<file path="config.mk">
export PLATFORM = sky130hd
export DESIGN_NAME = uart_event_latency
export DESIGN_NICKNAME = d
export VERILOG_FILES = /design/src/logic/baud_gen.v /design/src/logic/sync_fifo.v /design/src/logic/uart_event_latency.v
export VERILOG_INCLUDE_DIRS = /design/src /design/src/common
export SDC_FILE = /design/constraint.sdc
export NUM_CORES = 1
export LEC_CHECK = 0
export BUFFER_PORTS_ARGS = -buffer_cell sky130_fd_sc_hd__buf_2
export CORE_ASPECT_RATIO = 0.7
export CORE_MARGIN = 8
export CORE_UTILIZATION = 25
export CTS_BUF_LIST = sky130_fd_sc_hd__clkbuf_8
export CTS_CLUSTER_DIAMETER = 150
export CTS_CLUSTER_SIZE = 14
export DETAILED_ROUTE_END_ITERATION = 8
export PLACE_DENSITY = 0.46
export SYNTH_ARGS = -nofsm -noshare
export SYNTH_HDL_FRONTEND = slang
export SYNTH_HIERARCHICAL = 1
export SYNTH_SLANG_ARGS = --single-unit
</file>
<file path="constraint.sdc">
create_clock -name sys_clk -period 9.18 [get_ports sys_clk]
set_input_delay 1.377 -clock sys_clk [delete_from_list [all_inputs] [get_ports sys_clk]]
set_output_delay 1.377 -clock sys_clk [all_outputs]
set_load 0.01 [all_outputs]
</file>
<file path="src/common/uart_lat_regs.vh">
// uart_lat_regs.vh: timing counts and reset values for the serial latency block
// assumes the includer runs on sys_clk at 40 MHz; baud ticks come from the divisor
// Notes on behaviour
// - interrupt and receiver-ready low within one receive clock after stop bit.
// - auto flow mode: request-to-send deasserts within 2 baud ticks at threshold.
// - auto flow mode: request-to-send reasserts within 2 ticks after last byte read.
// - first data bit of 16th character raises request-to-send within 2 ticks.
// - receive read strobe low with space freed updates request-to-send within 2 ticks.
// - first write to idle transmitter starts start bit 8 to 24 ticks later.
// - interrupt asserts 8 to 10 ticks after transmit start bit begins.
// - holding-empty interrupt rises 16 to 34 ticks after initial write.
// - transmit write clears pending holding-empty interrupt, releasing interrupt output.
// - transmit write makes transmitter-ready inactive.
// - transmitter-ready active again at most 9 ticks after start bit begins.
// - auto clear-to-send: halt only if deasserted before stop bit midpoint.
// - clear-to-send low again resumes start bit within 24 ticks.
// - read of receive buffer or line status clears receive interrupt.
// - baud tick period is reference period times 16-bit divisor.
// - holding-empty cleared by ident read while source, transmit write, reset.
`ifndef UART_LAT_REGS_VH
`define UART_LAT_REGS_VH
`define START_DELAY_TICKS   5'd8
`define HOLDING_EMPTY_FLAG_AFTER_START    5'd9
`define TRANSMITTER_READY_OUT_AFTER_START   5'd9
`define TICKS_PER_BIT       5'd16
`define STOP_MID_TICK       5'd8
`define DATA_BITS           4'd8
`define RX_FULL_LEVEL       5'd16
`define RX_THRESH_RESET     5'd14
`define DIVISOR_RESET       16'h0001
`endif

</file>
<file path="src/logic/baud_gen.v">
// baud_gen.v: divides sys_clk by a 16-bit divisor into one-cycle baud ticks
// assumes divisor is stable from sys_clk logic; zero acts as one
`timescale 1ns/1ps
`include "uart_lat_regs.vh"
module baud_gen (
  // clock and reset
  input  wire        sys_clk,
  input  wire        rst,
  // divisor and tick
  input  wire [15:0] divisor,
  output wire        baud_tick
);
  reg  [15:0] cnt_ff;
  wire [15:0] nxt_cnt;
  assign baud_tick = (cnt_ff <= 16'h0001);
  assign nxt_cnt   = baud_tick ? divisor : cnt_ff - 16'h0001;
  always @(posedge sys_clk) begin
    if (rst)
      cnt_ff <= `DIVISOR_RESET;
    else
      cnt_ff <= nxt_cnt;
  end
endmodule

</file>
<file path="src/logic/sync_fifo.v">
// sync_fifo.v: small synchronous FIFO with valid/ready on both sides
// assumes one clock; depth is a power of two
`timescale 1ns/1ps
module sync_fifo #(
  parameter WIDTH = 8,
  parameter DEPTH = 4,
  parameter AW    = 2
) (
  // clock and reset
  input  wire             sys_clk,
  input  wire             rst,
  // fill side
  input  wire             in_valid,
  output wire             in_ready,
  input  wire [WIDTH-1:0] in_data,
  // drain side
  output wire             out_valid,
  input  wire             out_ready,
  output wire [WIDTH-1:0] out_data,
  // fill level
  output wire [AW:0]      level
);
  // depth sized to the level counter, so the full compare keeps its width
  localparam [AW:0] DEPTH_W = DEPTH;
  reg [WIDTH-1:0] mem [0:DEPTH-1];
  reg [AW:0]      wr_ff;
  reg [AW:0]      rd_ff;
  wire            push;
  wire            pop;
  assign level     = wr_ff - rd_ff;
  assign in_ready  = (level != DEPTH_W);
  assign out_valid = (level != {(AW+1){1'b0}});
  assign out_data  = mem[rd_ff[AW-1:0]];
  assign push      = in_valid & in_ready;
  assign pop       = out_valid & out_ready;
  always @(posedge sys_clk) begin
    if (push)
      mem[wr_ff[AW-1:0]] <= in_data;
  end
  always @(posedge sys_clk) begin
    if (rst) begin
      wr_ff <= {(AW+1){1'b0}};
      rd_ff <= {(AW+1){1'b0}};
    end else begin
      if (push)
        wr_ff <= wr_ff + 1'b1;
      if (pop)
        rd_ff <= rd_ff + 1'b1;
    end
  end
endmodule

</file>
<file path="src/logic/uart_event_latency.v">
// uart_event_latency.v: one serial channel's event timing, flow control and ready pins
// assumes host strobes are one-cycle pulses on sys_clk; serial pins are asynchronous
`timescale 1ns/1ps
`include "uart_lat_regs.vh"
module uart_event_latency #(
  parameter RX_DEPTH = 16
) (
  // clock and reset
  input  wire       sys_clk,
  input  wire       rst,
  // configuration
  input  wire [15:0] divisor,
  input  wire        auto_rts_en,
  input  wire        auto_cts_en,
  input  wire [4:0]  rx_threshold,
  input  wire        rx_clk_tick,
  // host strobes
  input  wire        thr_write,
  input  wire [7:0]  thr_data,
  output wire        thr_ready,
  input  wire        receive_read_strobe,
  input  wire        lsr_read,
  input  wire        iir_read,
  output reg  [7:0]  receive_buffer,
  output wire [3:0]  interrupt_ident_reg,
  // serial pins
  input  wire        rx_pin,
  input  wire        cts_n_pin,
  output wire        tx_pin,
  output wire        rts_n_pin,
  // status outputs
  output wire        irq,
  output wire        holding_empty_flag,
  output wire        transmitter_ready_out,
  output wire        receiver_ready_out
);
  localparam TX_IDLE  = 4'b0001;
  localparam TX_WAIT  = 4'b0010;
  localparam TX_SHIFT = 4'b0100;
  localparam TX_HALT  = 4'b1000;
  // receive depth at the width of the fill count
  localparam [4:0] RX_DEPTH_W = RX_DEPTH;

  wire        baud_tick;
  wire        fifo_out_valid;
  wire [7:0]  fifo_out_data;
  wire [2:0]  fifo_level;
  wire        fifo_pop;

  reg         rx_s1_ff;
  reg         rx_ff;
  reg         cts_s1_ff;
  reg         cts_n_ff;

  reg  [3:0]  tx_state_ff;
  reg  [4:0]  tx_tick_ff;
  reg  [3:0]  tx_bit_ff;
  reg  [9:0]  tx_shift_ff;
  reg         tx_out_ff;
  reg         holding_empty_flag_ff;
  reg  [5:0]  holding_empty_flag_cnt_ff;
  reg         transmitter_ready_out_ff;
  reg         cts_late_ff;

  reg         rx_busy_ff;
  reg  [4:0]  rx_tick_ff;
  reg  [3:0]  rx_bit_ff;
  reg  [7:0]  rx_shift_ff;
  reg  [7:0]  rx_mem [0:RX_DEPTH-1];
  reg  [4:0]  rx_wr_ff;
  reg  [4:0]  rx_rd_ff;
  reg         rda_ff;
  reg         receiver_ready_out_n_ff;
  reg         rts_n_ff;
  reg         rts_pend_ff;
  reg  [1:0]  rts_cnt_ff;

  wire [4:0]  rx_count;
  wire        rx_push;
  wire        rx_pop;
  wire        holding_empty_flag_src;
  wire        nxt_rts_n;

  baud_gen u_baud (
    .sys_clk   (sys_clk),
    .rst       (rst),
    .divisor   (divisor),
    .baud_tick (baud_tick)
  );

  // host data waits here, four deep, so back-to-back writes stall on thr_ready only once it is full
  sync_fifo #(.WIDTH(8), .DEPTH(4), .AW(2)) u_txq (
    .sys_clk   (sys_clk),
    .rst       (rst),
    .in_valid  (thr_write),
    .in_ready  (thr_ready),
    .in_data   (thr_data),
    .out_valid (fifo_out_valid),
    .out_ready (fifo_pop),
    .out_data  (fifo_out_data),
    .level     (fifo_level)
  );

  always @(posedge sys_clk) begin
    if (rst) begin
      rx_s1_ff  <= 1'b1;
      rx_ff     <= 1'b1;
      cts_s1_ff <= 1'b1;
      cts_n_ff  <= 1'b1;
    end else begin
      rx_s1_ff  <= rx_pin;
      rx_ff     <= rx_s1_ff;
      cts_s1_ff <= cts_n_pin;
      cts_n_ff  <= cts_s1_ff;
    end
  end

  // transmitter: counters run on baud ticks only, so latencies scale with divisor
  assign fifo_pop = (tx_state_ff == TX_WAIT) && baud_tick && (tx_tick_ff == 5'd1);
  assign holding_empty_flag_src = holding_empty_flag_ff;

  always @(posedge sys_clk) begin
    if (rst) begin
      tx_state_ff <= TX_IDLE;
      tx_tick_ff  <= 5'd0;
      tx_bit_ff   <= 4'd0;
      tx_shift_ff <= 10'h3FF;
      tx_out_ff   <= 1'b1;
      cts_late_ff <= 1'b0;
    end else begin
      case (tx_state_ff)
        TX_IDLE: begin
          if (fifo_out_valid && !(auto_cts_en && cts_n_ff)) begin
            tx_state_ff <= TX_WAIT;
            tx_tick_ff  <= `START_DELAY_TICKS;
          end
        end
        TX_WAIT: begin
          if (baud_tick) begin
            if (tx_tick_ff == 5'd1) begin
              tx_state_ff <= TX_SHIFT;
              tx_shift_ff <= {1'b1, fifo_out_data, 1'b0};
              tx_out_ff   <= 1'b0;
              tx_tick_ff  <= `TICKS_PER_BIT;
              tx_bit_ff   <= 4'd0;
              cts_late_ff <= 1'b0;
            end else begin
              tx_tick_ff <= tx_tick_ff - 5'd1;
            end
          end
        end
        TX_SHIFT: begin
          if (baud_tick) begin
            // cts sampled up to stop-bit midpoint only
            if (tx_bit_ff == 4'd9 && tx_tick_ff > `STOP_MID_TICK && cts_n_ff)
              cts_late_ff <= 1'b1;
            if (tx_tick_ff == 5'd1) begin
              if (tx_bit_ff == 4'd9) begin
                tx_out_ff <= 1'b1;
                tx_state_ff <= (auto_cts_en && cts_late_ff) ? TX_HALT : TX_IDLE;
              end else begin
                tx_bit_ff   <= tx_bit_ff + 4'd1;
                tx_shift_ff <= {1'b1, tx_shift_ff[9:1]};
                tx_out_ff   <= tx_shift_ff[1];
                tx_tick_ff  <= `TICKS_PER_BIT;
              end
            end else begin
              tx_tick_ff <= tx_tick_ff - 5'd1;
            end
          end
        end
        TX_HALT: begin
          if (!cts_n_ff)
            tx_state_ff <= TX_IDLE;
        end
        default: tx_state_ff <= TX_IDLE;
      endcase
    end
  end
  assign tx_pin = tx_out_ff;

  // holding-empty interrupt and transmitter ready, timed from start bit
  always @(posedge sys_clk) begin
    if (rst) begin
      holding_empty_flag_ff     <= 1'b0;
      holding_empty_flag_cnt_ff <= 6'd0;
      transmitter_ready_out_ff    <= 1'b1;
    end else begin
      if (fifo_pop) begin
        holding_empty_flag_cnt_ff <= {1'b0, `HOLDING_EMPTY_FLAG_AFTER_START};
      end else if (baud_tick && holding_empty_flag_cnt_ff != 6'd0) begin
        holding_empty_flag_cnt_ff <= holding_empty_flag_cnt_ff - 6'd1;
      end
      if (thr_write && thr_ready)
        holding_empty_flag_ff <= 1'b0;
      else if (baud_tick && holding_empty_flag_cnt_ff == 6'd1 && !fifo_out_valid)
        holding_empty_flag_ff <= 1'b1;
      else if (iir_read && interrupt_ident_reg == 4'h2)
        holding_empty_flag_ff <= 1'b0;
      if (thr_write && thr_ready)
        transmitter_ready_out_ff <= 1'b0;
      else if (baud_tick && holding_empty_flag_cnt_ff == 6'd1)
        transmitter_ready_out_ff <= 1'b1;
    end
  end
  assign holding_empty_flag    = holding_empty_flag_src;
  assign transmitter_ready_out = ~transmitter_ready_out_ff;

  // receiver: sampled on receive-clock ticks, 16 per bit
  assign rx_count = rx_wr_ff - rx_rd_ff;
  assign rx_push  = rx_busy_ff && rx_clk_tick && rx_bit_ff == 4'd9 && rx_tick_ff == 5'd1 &&
                    rx_count != RX_DEPTH_W;
  assign rx_pop   = receive_read_strobe && rx_count != 5'd0;

  always @(posedge sys_clk) begin
    if (rx_push)
      rx_mem[rx_wr_ff[3:0]] <= rx_shift_ff;
  end

  always @(posedge sys_clk) begin
    if (rst) begin
      rx_busy_ff  <= 1'b0;
      rx_tick_ff  <= 5'd0;
      rx_bit_ff   <= 4'd0;
      rx_shift_ff <= 8'h00;
      rx_wr_ff    <= 5'd0;
      rx_rd_ff    <= 5'd0;
      receive_buffer <= 8'h00;
    end else begin
      if (rx_clk_tick) begin
        if (!rx_busy_ff) begin
          if (!rx_ff) begin
            rx_busy_ff <= 1'b1;
            rx_tick_ff <= `STOP_MID_TICK;
            rx_bit_ff  <= 4'd0;
          end
        end else if (rx_tick_ff == 5'd1) begin
          rx_tick_ff <= `TICKS_PER_BIT;
          if (rx_bit_ff == 4'd0 && rx_ff)
            rx_busy_ff <= 1'b0;
          else if (rx_bit_ff == 4'd9)
            rx_busy_ff <= 1'b0;
          else begin
            rx_bit_ff <= rx_bit_ff + 4'd1;
            if (rx_bit_ff != 4'd0)
              rx_shift_ff <= {rx_ff, rx_shift_ff[7:1]};
          end
        end else begin
          rx_tick_ff <= rx_tick_ff - 5'd1;
        end
      end
      if (rx_push)
        rx_wr_ff <= rx_wr_ff + 5'd1;
      if (rx_pop) begin
        rx_rd_ff       <= rx_rd_ff + 5'd1;
        receive_buffer <= rx_mem[rx_rd_ff[3:0]];
      end
    end
  end

  // receive interrupt and ready: set beats a simultaneous read-clear
  always @(posedge sys_clk) begin
    if (rst) begin
      rda_ff     <= 1'b0;
      receiver_ready_out_n_ff <= 1'b1;
    end else begin
      if (rx_push)
        rda_ff <= 1'b1;
      else if (receive_read_strobe || lsr_read)
        rda_ff <= 1'b0;
      if (rx_push)
        receiver_ready_out_n_ff <= 1'b0;
      else if (rx_pop && rx_count == 5'd1)
        receiver_ready_out_n_ff <= 1'b1;
    end
  end
  assign receiver_ready_out = receiver_ready_out_n_ff;
  assign interrupt_ident_reg = rda_ff ? 4'h4 : (holding_empty_flag_ff ? 4'h2 : 4'h1);
  assign irq = rda_ff | holding_empty_flag_ff;

  // request-to-send flow: target level changes, then commits on the first baud tick after it is marked pending
  assign nxt_rts_n = !auto_rts_en ? 1'b0 :
                     (rx_count >= rx_threshold) ? 1'b1 :
                     (rx_count == `RX_FULL_LEVEL - 5'd1 && rx_busy_ff && rx_bit_ff != 4'd0) ? 1'b1 :
                     (rx_count == 5'd0) ? 1'b0 : rts_n_ff;

  always @(posedge sys_clk) begin
    if (rst) begin
      rts_n_ff    <= 1'b1;
      rts_pend_ff <= 1'b0;
      rts_cnt_ff  <= 2'd0;
    end else if (nxt_rts_n == rts_n_ff) begin
      rts_pend_ff <= 1'b0;
      rts_cnt_ff  <= 2'd0;
    end else if (!rts_pend_ff) begin
      rts_pend_ff <= 1'b1;
      rts_cnt_ff  <= 2'd1;
    end else if (baud_tick) begin
      if (rts_cnt_ff == 2'd1)
        rts_n_ff <= nxt_rts_n;
      rts_cnt_ff <= rts_cnt_ff - 2'd1;
    end
  end
  assign rts_n_pin = rts_n_ff;
endmodule
</file>
==> results.py, run 1 <==
metrics = {
    "floorplanning": {
        "die_area_um2": 54100,
        "die_h_um": 197,
        "io_pins": 59,
        "core-area_um2": 46300,
        "rows": 66,
        "start_util": 0.253,
        "dieWidth_um": 275,
    },
    "placement": {
        "place_hpwl_mm": 20.2,
        "place_ws_ns": 5.21,
        "io_buffer_count": 57,
        "gp_congestion": 0.780,
    },
    "timing": {
        "rsz0062_at_grt": "no",
        "tightest_slew_ns": 1.10,
        "hold_viol": 0,
        "max_freq_mhz": 253,
        "finalSetupViolations": 0,
        "layout_min_cycle_time_ns": 3.96,
        "finClkSkew_ns": 0.0272,
        "layout_setup_ws_ns": 5.22,
        "fin_crit_sh": 0.431,
        "slew_headroom": 0.262,
        "slew_viol_final": 0,
        "setup_tns_ns": 0,
    },
    "critical_path": {
        "rr_endpoint": "rx_mem[3][6]",
        "reg2reg_slack_ns": 5.22,
        "critPathLaunchType": "register",
        "cp.arrival_ns": 4.25,
        "end_kind": "register",
        "critical_path_required_ns": 9.47,
        "regToRegStartpoint": "rx_rd_ff[1]",
        "setup.worst_path.class": "reg -> reg",
        "cp_cell_sequence": "buf_4 -> inv_1 -> fa_1 -> xor2_1 -> a2111o_1 -> a2111oi_2 -> nor2_2 -> and3_1",
        "crit_fanout": 36,
        "crit_path_max_incr_delay_ns": 0.80,
        "worst_r2r_path_depth": 8,
        "crit_path_top_delay_cell": "a2111oi_2",
    },
    "synthesis": {
        "netlist_instances": 911,
        "ys_warn_count": 6,
        "netlist_area_um2": 11700,
        "synthesis.area_per_instance_um2": 12.9,
        "synth_nets": 988,
    },
    "global_routing": {
        "grt_max_degree": 53,
        "met2_usage": 0.130,
        "met3_usage": 0.0264,
        "grt.total_usage": 0.106,
        "grt_pass1_vias": 7078,
        "grt_util_met1": 0.179,
        "antenna_found_initial": 0,
        "grt_pass1_wl_mm": 44.7,
        "overflow": 0,
        "grt_most_used_layer": "met1",
    },
    "pwr": {
        "p_leak_nw": 4.55,
        "fin_total_pwr_mw": 2.69,
        "p_per_area_nw_per_um2": 207,
        "irDropWorstVdd_v": 0.0000909,
    },
    "detailed_routing": {
        "wire_per_inst_um": 18.6,
        "drt_first_iter_violations": 650,
        "drt_pass1_iterations": 5,
        "ant_nets": 0,
        "viasPerCell": 4.71,
        "drc": 0,
        "vias": 7473,
        "wirelength_mm": 29.5,
    },
    "cts": {
        "cts_resized": 0,
        "htree_levels": 1,
        "cts_root_buf": "clkbuf_8",
        "tritoncts": "built",
        "cts_buffer_depth": 3,
        "clkSinkCount": 261,
        "cts_hold_buf": 0,
        "numCtsBuffers": 22,
        "postCtsSetupBuffers": 0,
        "cts.clk_slew.worst_paths_ns": 0.10,
        "clk_latency_ns": 0.59,
    },
    "run": {
        "drv_cap": 0,
    },
    "outcome": {
        "outcome": "finished, final reports clean",
    },
    "finish": {
        "syn_to_final_growth_pct": 10.9,
        "drive_gt1_frac": 0.169,
        "num-nets-final": 1034,
    },
    "hold_path": {
        "hold_end": "rx_ff",
        "hold_path.class": "reg -> reg",
        "hold_start": "rx_s1_ff",
        "min_path_cells": 1,
    },
}
[sequential cells by signal, indices dropped and copies added (netlist names), 3 cells and up, named ones only]
| signal | count |
|---|---|
| rx_rd_ff | 5 |
| tx_state_ff | 4 |
| tx_bit_ff | 4 |
| rx_wr_ff | 5 |
| rx_tick_ff | 5 |
| u_txq/wr_ff | 3 |
| rx_bit_ff | 4 |
| rx_shift_ff | 8 |
| receive_buffer | 8 |
| holding_empty_flag_cnt_ff | 6 |
| rx_mem | 128 |
| tx_tick_ff | 5 |
| u_baud/cnt_ff | 16 |
| u_txq/rd_ff | 3 |
| tx_shift_ff | 8 |
| u_txq/mem | 32 |
[power breakdown]
part,internal (mW),switching (mW)
logic,0.272,0.445
clock network,0.227,0.396
registers,1.29,0.0593
[metal layers]
metal	vias up	wire, um
li1	3548	-
met1	3676	16000
met2	225	10900
met3	24	2180
met4	0	332
met5	-	0
[worst max path at each step]
stage,to,cells past startpoint,slack (ns),start
2_1_floorplan,rx_mem[10][0],10,5.59,rx_rd_ff[1]
3_3_place_gp,rx_mem[7][2],5,5.28,rx_clk_tick
3_5_place_dp,rx_mem[7][4],8,5.21,rx_rd_ff[1]
4_1_cts,rx_mem[3][6],8,5.18,rx_rd_ff[1]
5_1_grt,rx_mem[0][2],8,4.90,rx_rd_ff[1]
6_report,rx_mem[3][6],8,5.22,rx_rd_ff[1]
[per-stage QoR]
stage / hold slack, ns / cells / instance area [um2] / util
floorplan: 0.389 / 911 / 11700 / -
global placement: 0.396 / 1545 / 12600 / 0.272
detailed placement: 0.398 / 1545 / 12600 / 0.272
CTS: 0.424 / 1584 / 13000 / 0.280
global route: 0.434 / 1584 / 13000 / 0.280
finish: 0.420 / 1585 / 13000 / 0.280
[placed cells by master, fill, tap and decap left out, types with 10 or more instances in the layout]
| cell type | count |
|---|---|
| nand3_1 | 27 |
| o211ai_1 | 10 |
| edfxtp_1 | 160 |
| mux2i_1 | 19 |
| inv_1 | 57 |
| clkbuf_8 | 22 |
| a211oi_1 | 11 |
| and3_1 | 17 |
| dfxtp_1 | 100 |
| nor2_1 | 49 |
| o21ai_0 | 36 |
| nand2b_1 | 12 |
| xor2_1 | 14 |
| buf_2 | 57 |
| mux4_2 | 40 |
| ha_1 | 35 |
| a21oi_1 | 52 |
| a22oi_1 | 17 |
| o31ai_1 | 12 |
| nand2_1 | 47 |
| nor3_1 | 21 |
[critical path: cells and delay by family, from the launching register on]
family	cells	cell delay, ns
simple gates	2	0.78
fa+ha+maj	1	0.47
xor+xnor	1	0.23
buf+inv	2	0.59
compound gates	2	1.27
flops	1	0.32
[final cells by class]
type,instances,area (um2)
fillers,4712,33300
flip-flops and latches,261,6830
multi-input cells,566,4520
well taps,612,766
repair buffers,64,338
clock buffers,22,303
inverters,42,158
clock inverters,17,72.6
diodes,1,2.50
Note: power is estimated with default switching activity, not from simulation.
==> run 2, diff against run 1 <==
==> constraint.sdc (replaced) <==
create_clock -name sys_clk -period 4 [get_ports sys_clk]
set_input_delay 0.6 -clock sys_clk [delete_from_list [all_inputs] [get_ports sys_clk]]
set_output_delay 0.6 -clock sys_clk [all_outputs]
set_load 0.01 [all_outputs]
==> results.py, run 2 (same netlist as run 1, synthesis figures left out) <==
metrics = {
    "floorplanning": {
        "start_util": 0.253,
        "rows": 66,
        "dieWidth_um": 275,
        "io_pins": 59,
        "die_area_um2": 54100,
        "die_h_um": 197,
        "core-area_um2": 46300,
    },
    "critical_path": {
        "regToRegStartpoint": "rx_wr_ff[0]",
        "critPathLaunch": "rx_wr_ff[0]",
        "critPathLaunchType": "register",
        "crit_path_top_delay_cell": "nor2_2",
        "cp_common_cell": "inv_1",
        "path_delay_family": "simple AND/OR/NAND/NOR gates",
        "end_kind": "register",
        "rr_endpoint": "rx_mem[14][6]",
        "setup.worst_path.class": "reg -> reg",
        "crit_fanout": 17,
        "cp.depth": 10,
        "cp_num_buf_inv": 3,
        "reg2reg_slack_ns": 0.51,
        "crit_path_max_incr_delay_ns": 0.65,
        "cp.arrival_ns": 3.73,
        "cp-endpoint": "rx_mem[14][6]",
        "worst_r2r_path_depth": 10,
        "cp_cell_sequence": "inv_1 -> ha_1 -> inv_1 -> fa_1 -> xor2_1 -> nand4b_1 -> a2111oi_2 -> buf_4 -> nor2_2 -> and3_1",
        "critical_path_required_ns": 4.24,
    },
    "detailed_routing": {
        "drc": 0,
        "drt_pass1_iterations": 5,
        "wire_per_inst_um": 18.3,
        "ant_nets": 0,
        "drt_first_iter_violations": 671,
        "vias": 7447,
        "wirelength_mm": 29.1,
        "viasPerCell": 4.69,
    },
    "timing": {
        "fin_crit_sh": 0.873,
        "slew_viol_final": 0,
        "max_freq_mhz": 286,
        "tightest_slew_ns": 1.28,
        "slew_headroom": 0.140,
        "finalSetupViolations": 0,
        "hold_viol": 0,
        "finClkSkew_ns": 0.0253,
        "rsz0062_at_grt": "no",
        "setup_tns_ns": 0,
        "layout_min_cycle_time_ns": 3.49,
    },
    "finish": {
        "largest_reg_flops": 128,
        "layout.cells.most_common_list": "160 x edfxtp_1, 100 x dfxtp_1, 57 x buf_2, 56 x inv_1, 52 x a21oi_1",
        "nFillCells": 4757,
        "final_core_util": 0.281,
        "syn_to_final_growth_pct": 11.1,
        "num-nets-final": 1038,
        "insertedDiodeCount": 0,
        "drive_gt1_frac": 0.172,
        "mostFrequentLayoutCell": "edfxtp_1",
    },
    "pwr": {
        "net-switching-power_mw": 2.04,
        "internal-power_mw": 4.14,
        "combPwrFrac": 0.267,
        "p_leak_nw": 4.57,
        "p_sw_frac": 0.330,
        "fin_total_pwr_mw": 6.19,
        "clockPowerShare": 0.231,
        "irDropWorstVdd_v": 0.000224,
        "p_per_area_nw_per_um2": 475,
        "seqPwrFrac": 0.501,
    },
    "run": {
        "drv_cap": 0,
    },
    "cts": {
        "cts_hold_buf": 0,
        "clk_latency_ns": 0.58,
        "htree_levels": 1,
        "cts.clk_slew.worst_paths_ns": 0.10,
        "clkSinkCount": 261,
        "postCtsSetupBuffers": 0,
        "cts_buffer_depth": 3,
        "numCtsBuffers": 22,
        "tritoncts": "built",
        "cts_root_buf": "clkbuf_8",
    },
    "global_routing": {
        "grt.total_usage": 0.105,
        "grt_pass1_wl_mm": 44.0,
        "grt_pass1_vias": 7006,
        "antenna_found_initial": 4,
        "overflow": 0,
        "grt_max_degree": 61,
    },
    "placement": {
        "gp_congestion": 0.816,
        "io_buffer_count": 57,
        "place_hpwl_mm": 19.8,
    },
    "hold_path": {
        "hold_path.class": "in -> reg",
    },
    "outcome": {
        "outcome": "finished, final reports clean",
    },
}
==> run 2: timing repair <==
action,CTS,global route
setup endpoints to repair,0,3
hold endpoints to repair,0,0
resized for setup,0,1
==> run 2: worst min path at each step <==
stage / from / end / slack [ns] / depth (start not counted)
after CTS: cts_n_pin / cts_s1_ff / 0.16 / 2
after global placement: rx_s1_ff / rx_ff / 0.39 / 1
final: cts_n_pin / cts_s1_ff / 0.22 / 2
after detailed placement: rx_s1_ff / rx_ff / 0.39 / 1
after global routing: cts_n_pin / cts_s1_ff / 0.17 / 2
after floorplan: cts_s1_ff / cts_n_ff / 0.39 / 1
==> run 2: layout make-up <==
| cell class | instances | area [um2] | area share |
|---|---|---|---|
| Sequential cell | 261 | 6830 | 0.525 |
| Multi-Input combinational cell | 566 | 4520 | 0.347 |
| Tap cell | 612 | 766 | 0.0588 |
| Timing Repair Buffer | 68 | 368 | 0.0283 |
| Clock buffer | 23 | 317 | 0.0243 |
| Inverter | 42 | 158 | 0.0121 |
| Clock inverter | 15 | 58.8 | 0.00452 |
==> run 2: through the flow <==
step	setup slack, ns	hold WS, ns	instance area, um2	cells
finish	0.506	0.217	13000	1587
detailed placement	0.412	0.392	12600	1549
global placement	0.583	0.393	12600	1549
floorplan	0.414	0.389	11700	911
CTS	0.388	0.163	13000	1587
global route	0.0890	0.172	13000	1587
==> run 2: layer usage <==
metal  part of all wire  routed length (um)  track usage
met1               0.53               15300        0.172
met2               0.38               11000        0.132
met3              0.075                2170       0.0253
met4              0.020                 575       0.0234
met5            0.00093                  27            0
==> run 2: power by group through the flow <==
| stage | clock, mW | combinational, mW | sequential [mW] |
|---|---|---|---|
| floorplan | 0 | 1.32 | 3.14 |
| global placement | 0 | 1.64 | 3.16 |
| detailed placement | 0 | 1.65 | 3.16 |
| CTS | 1.51 | 1.65 | 3.10 |
| global route | 1.60 | 1.86 | 3.12 |
| finish | 1.43 | 1.65 | 3.10 |
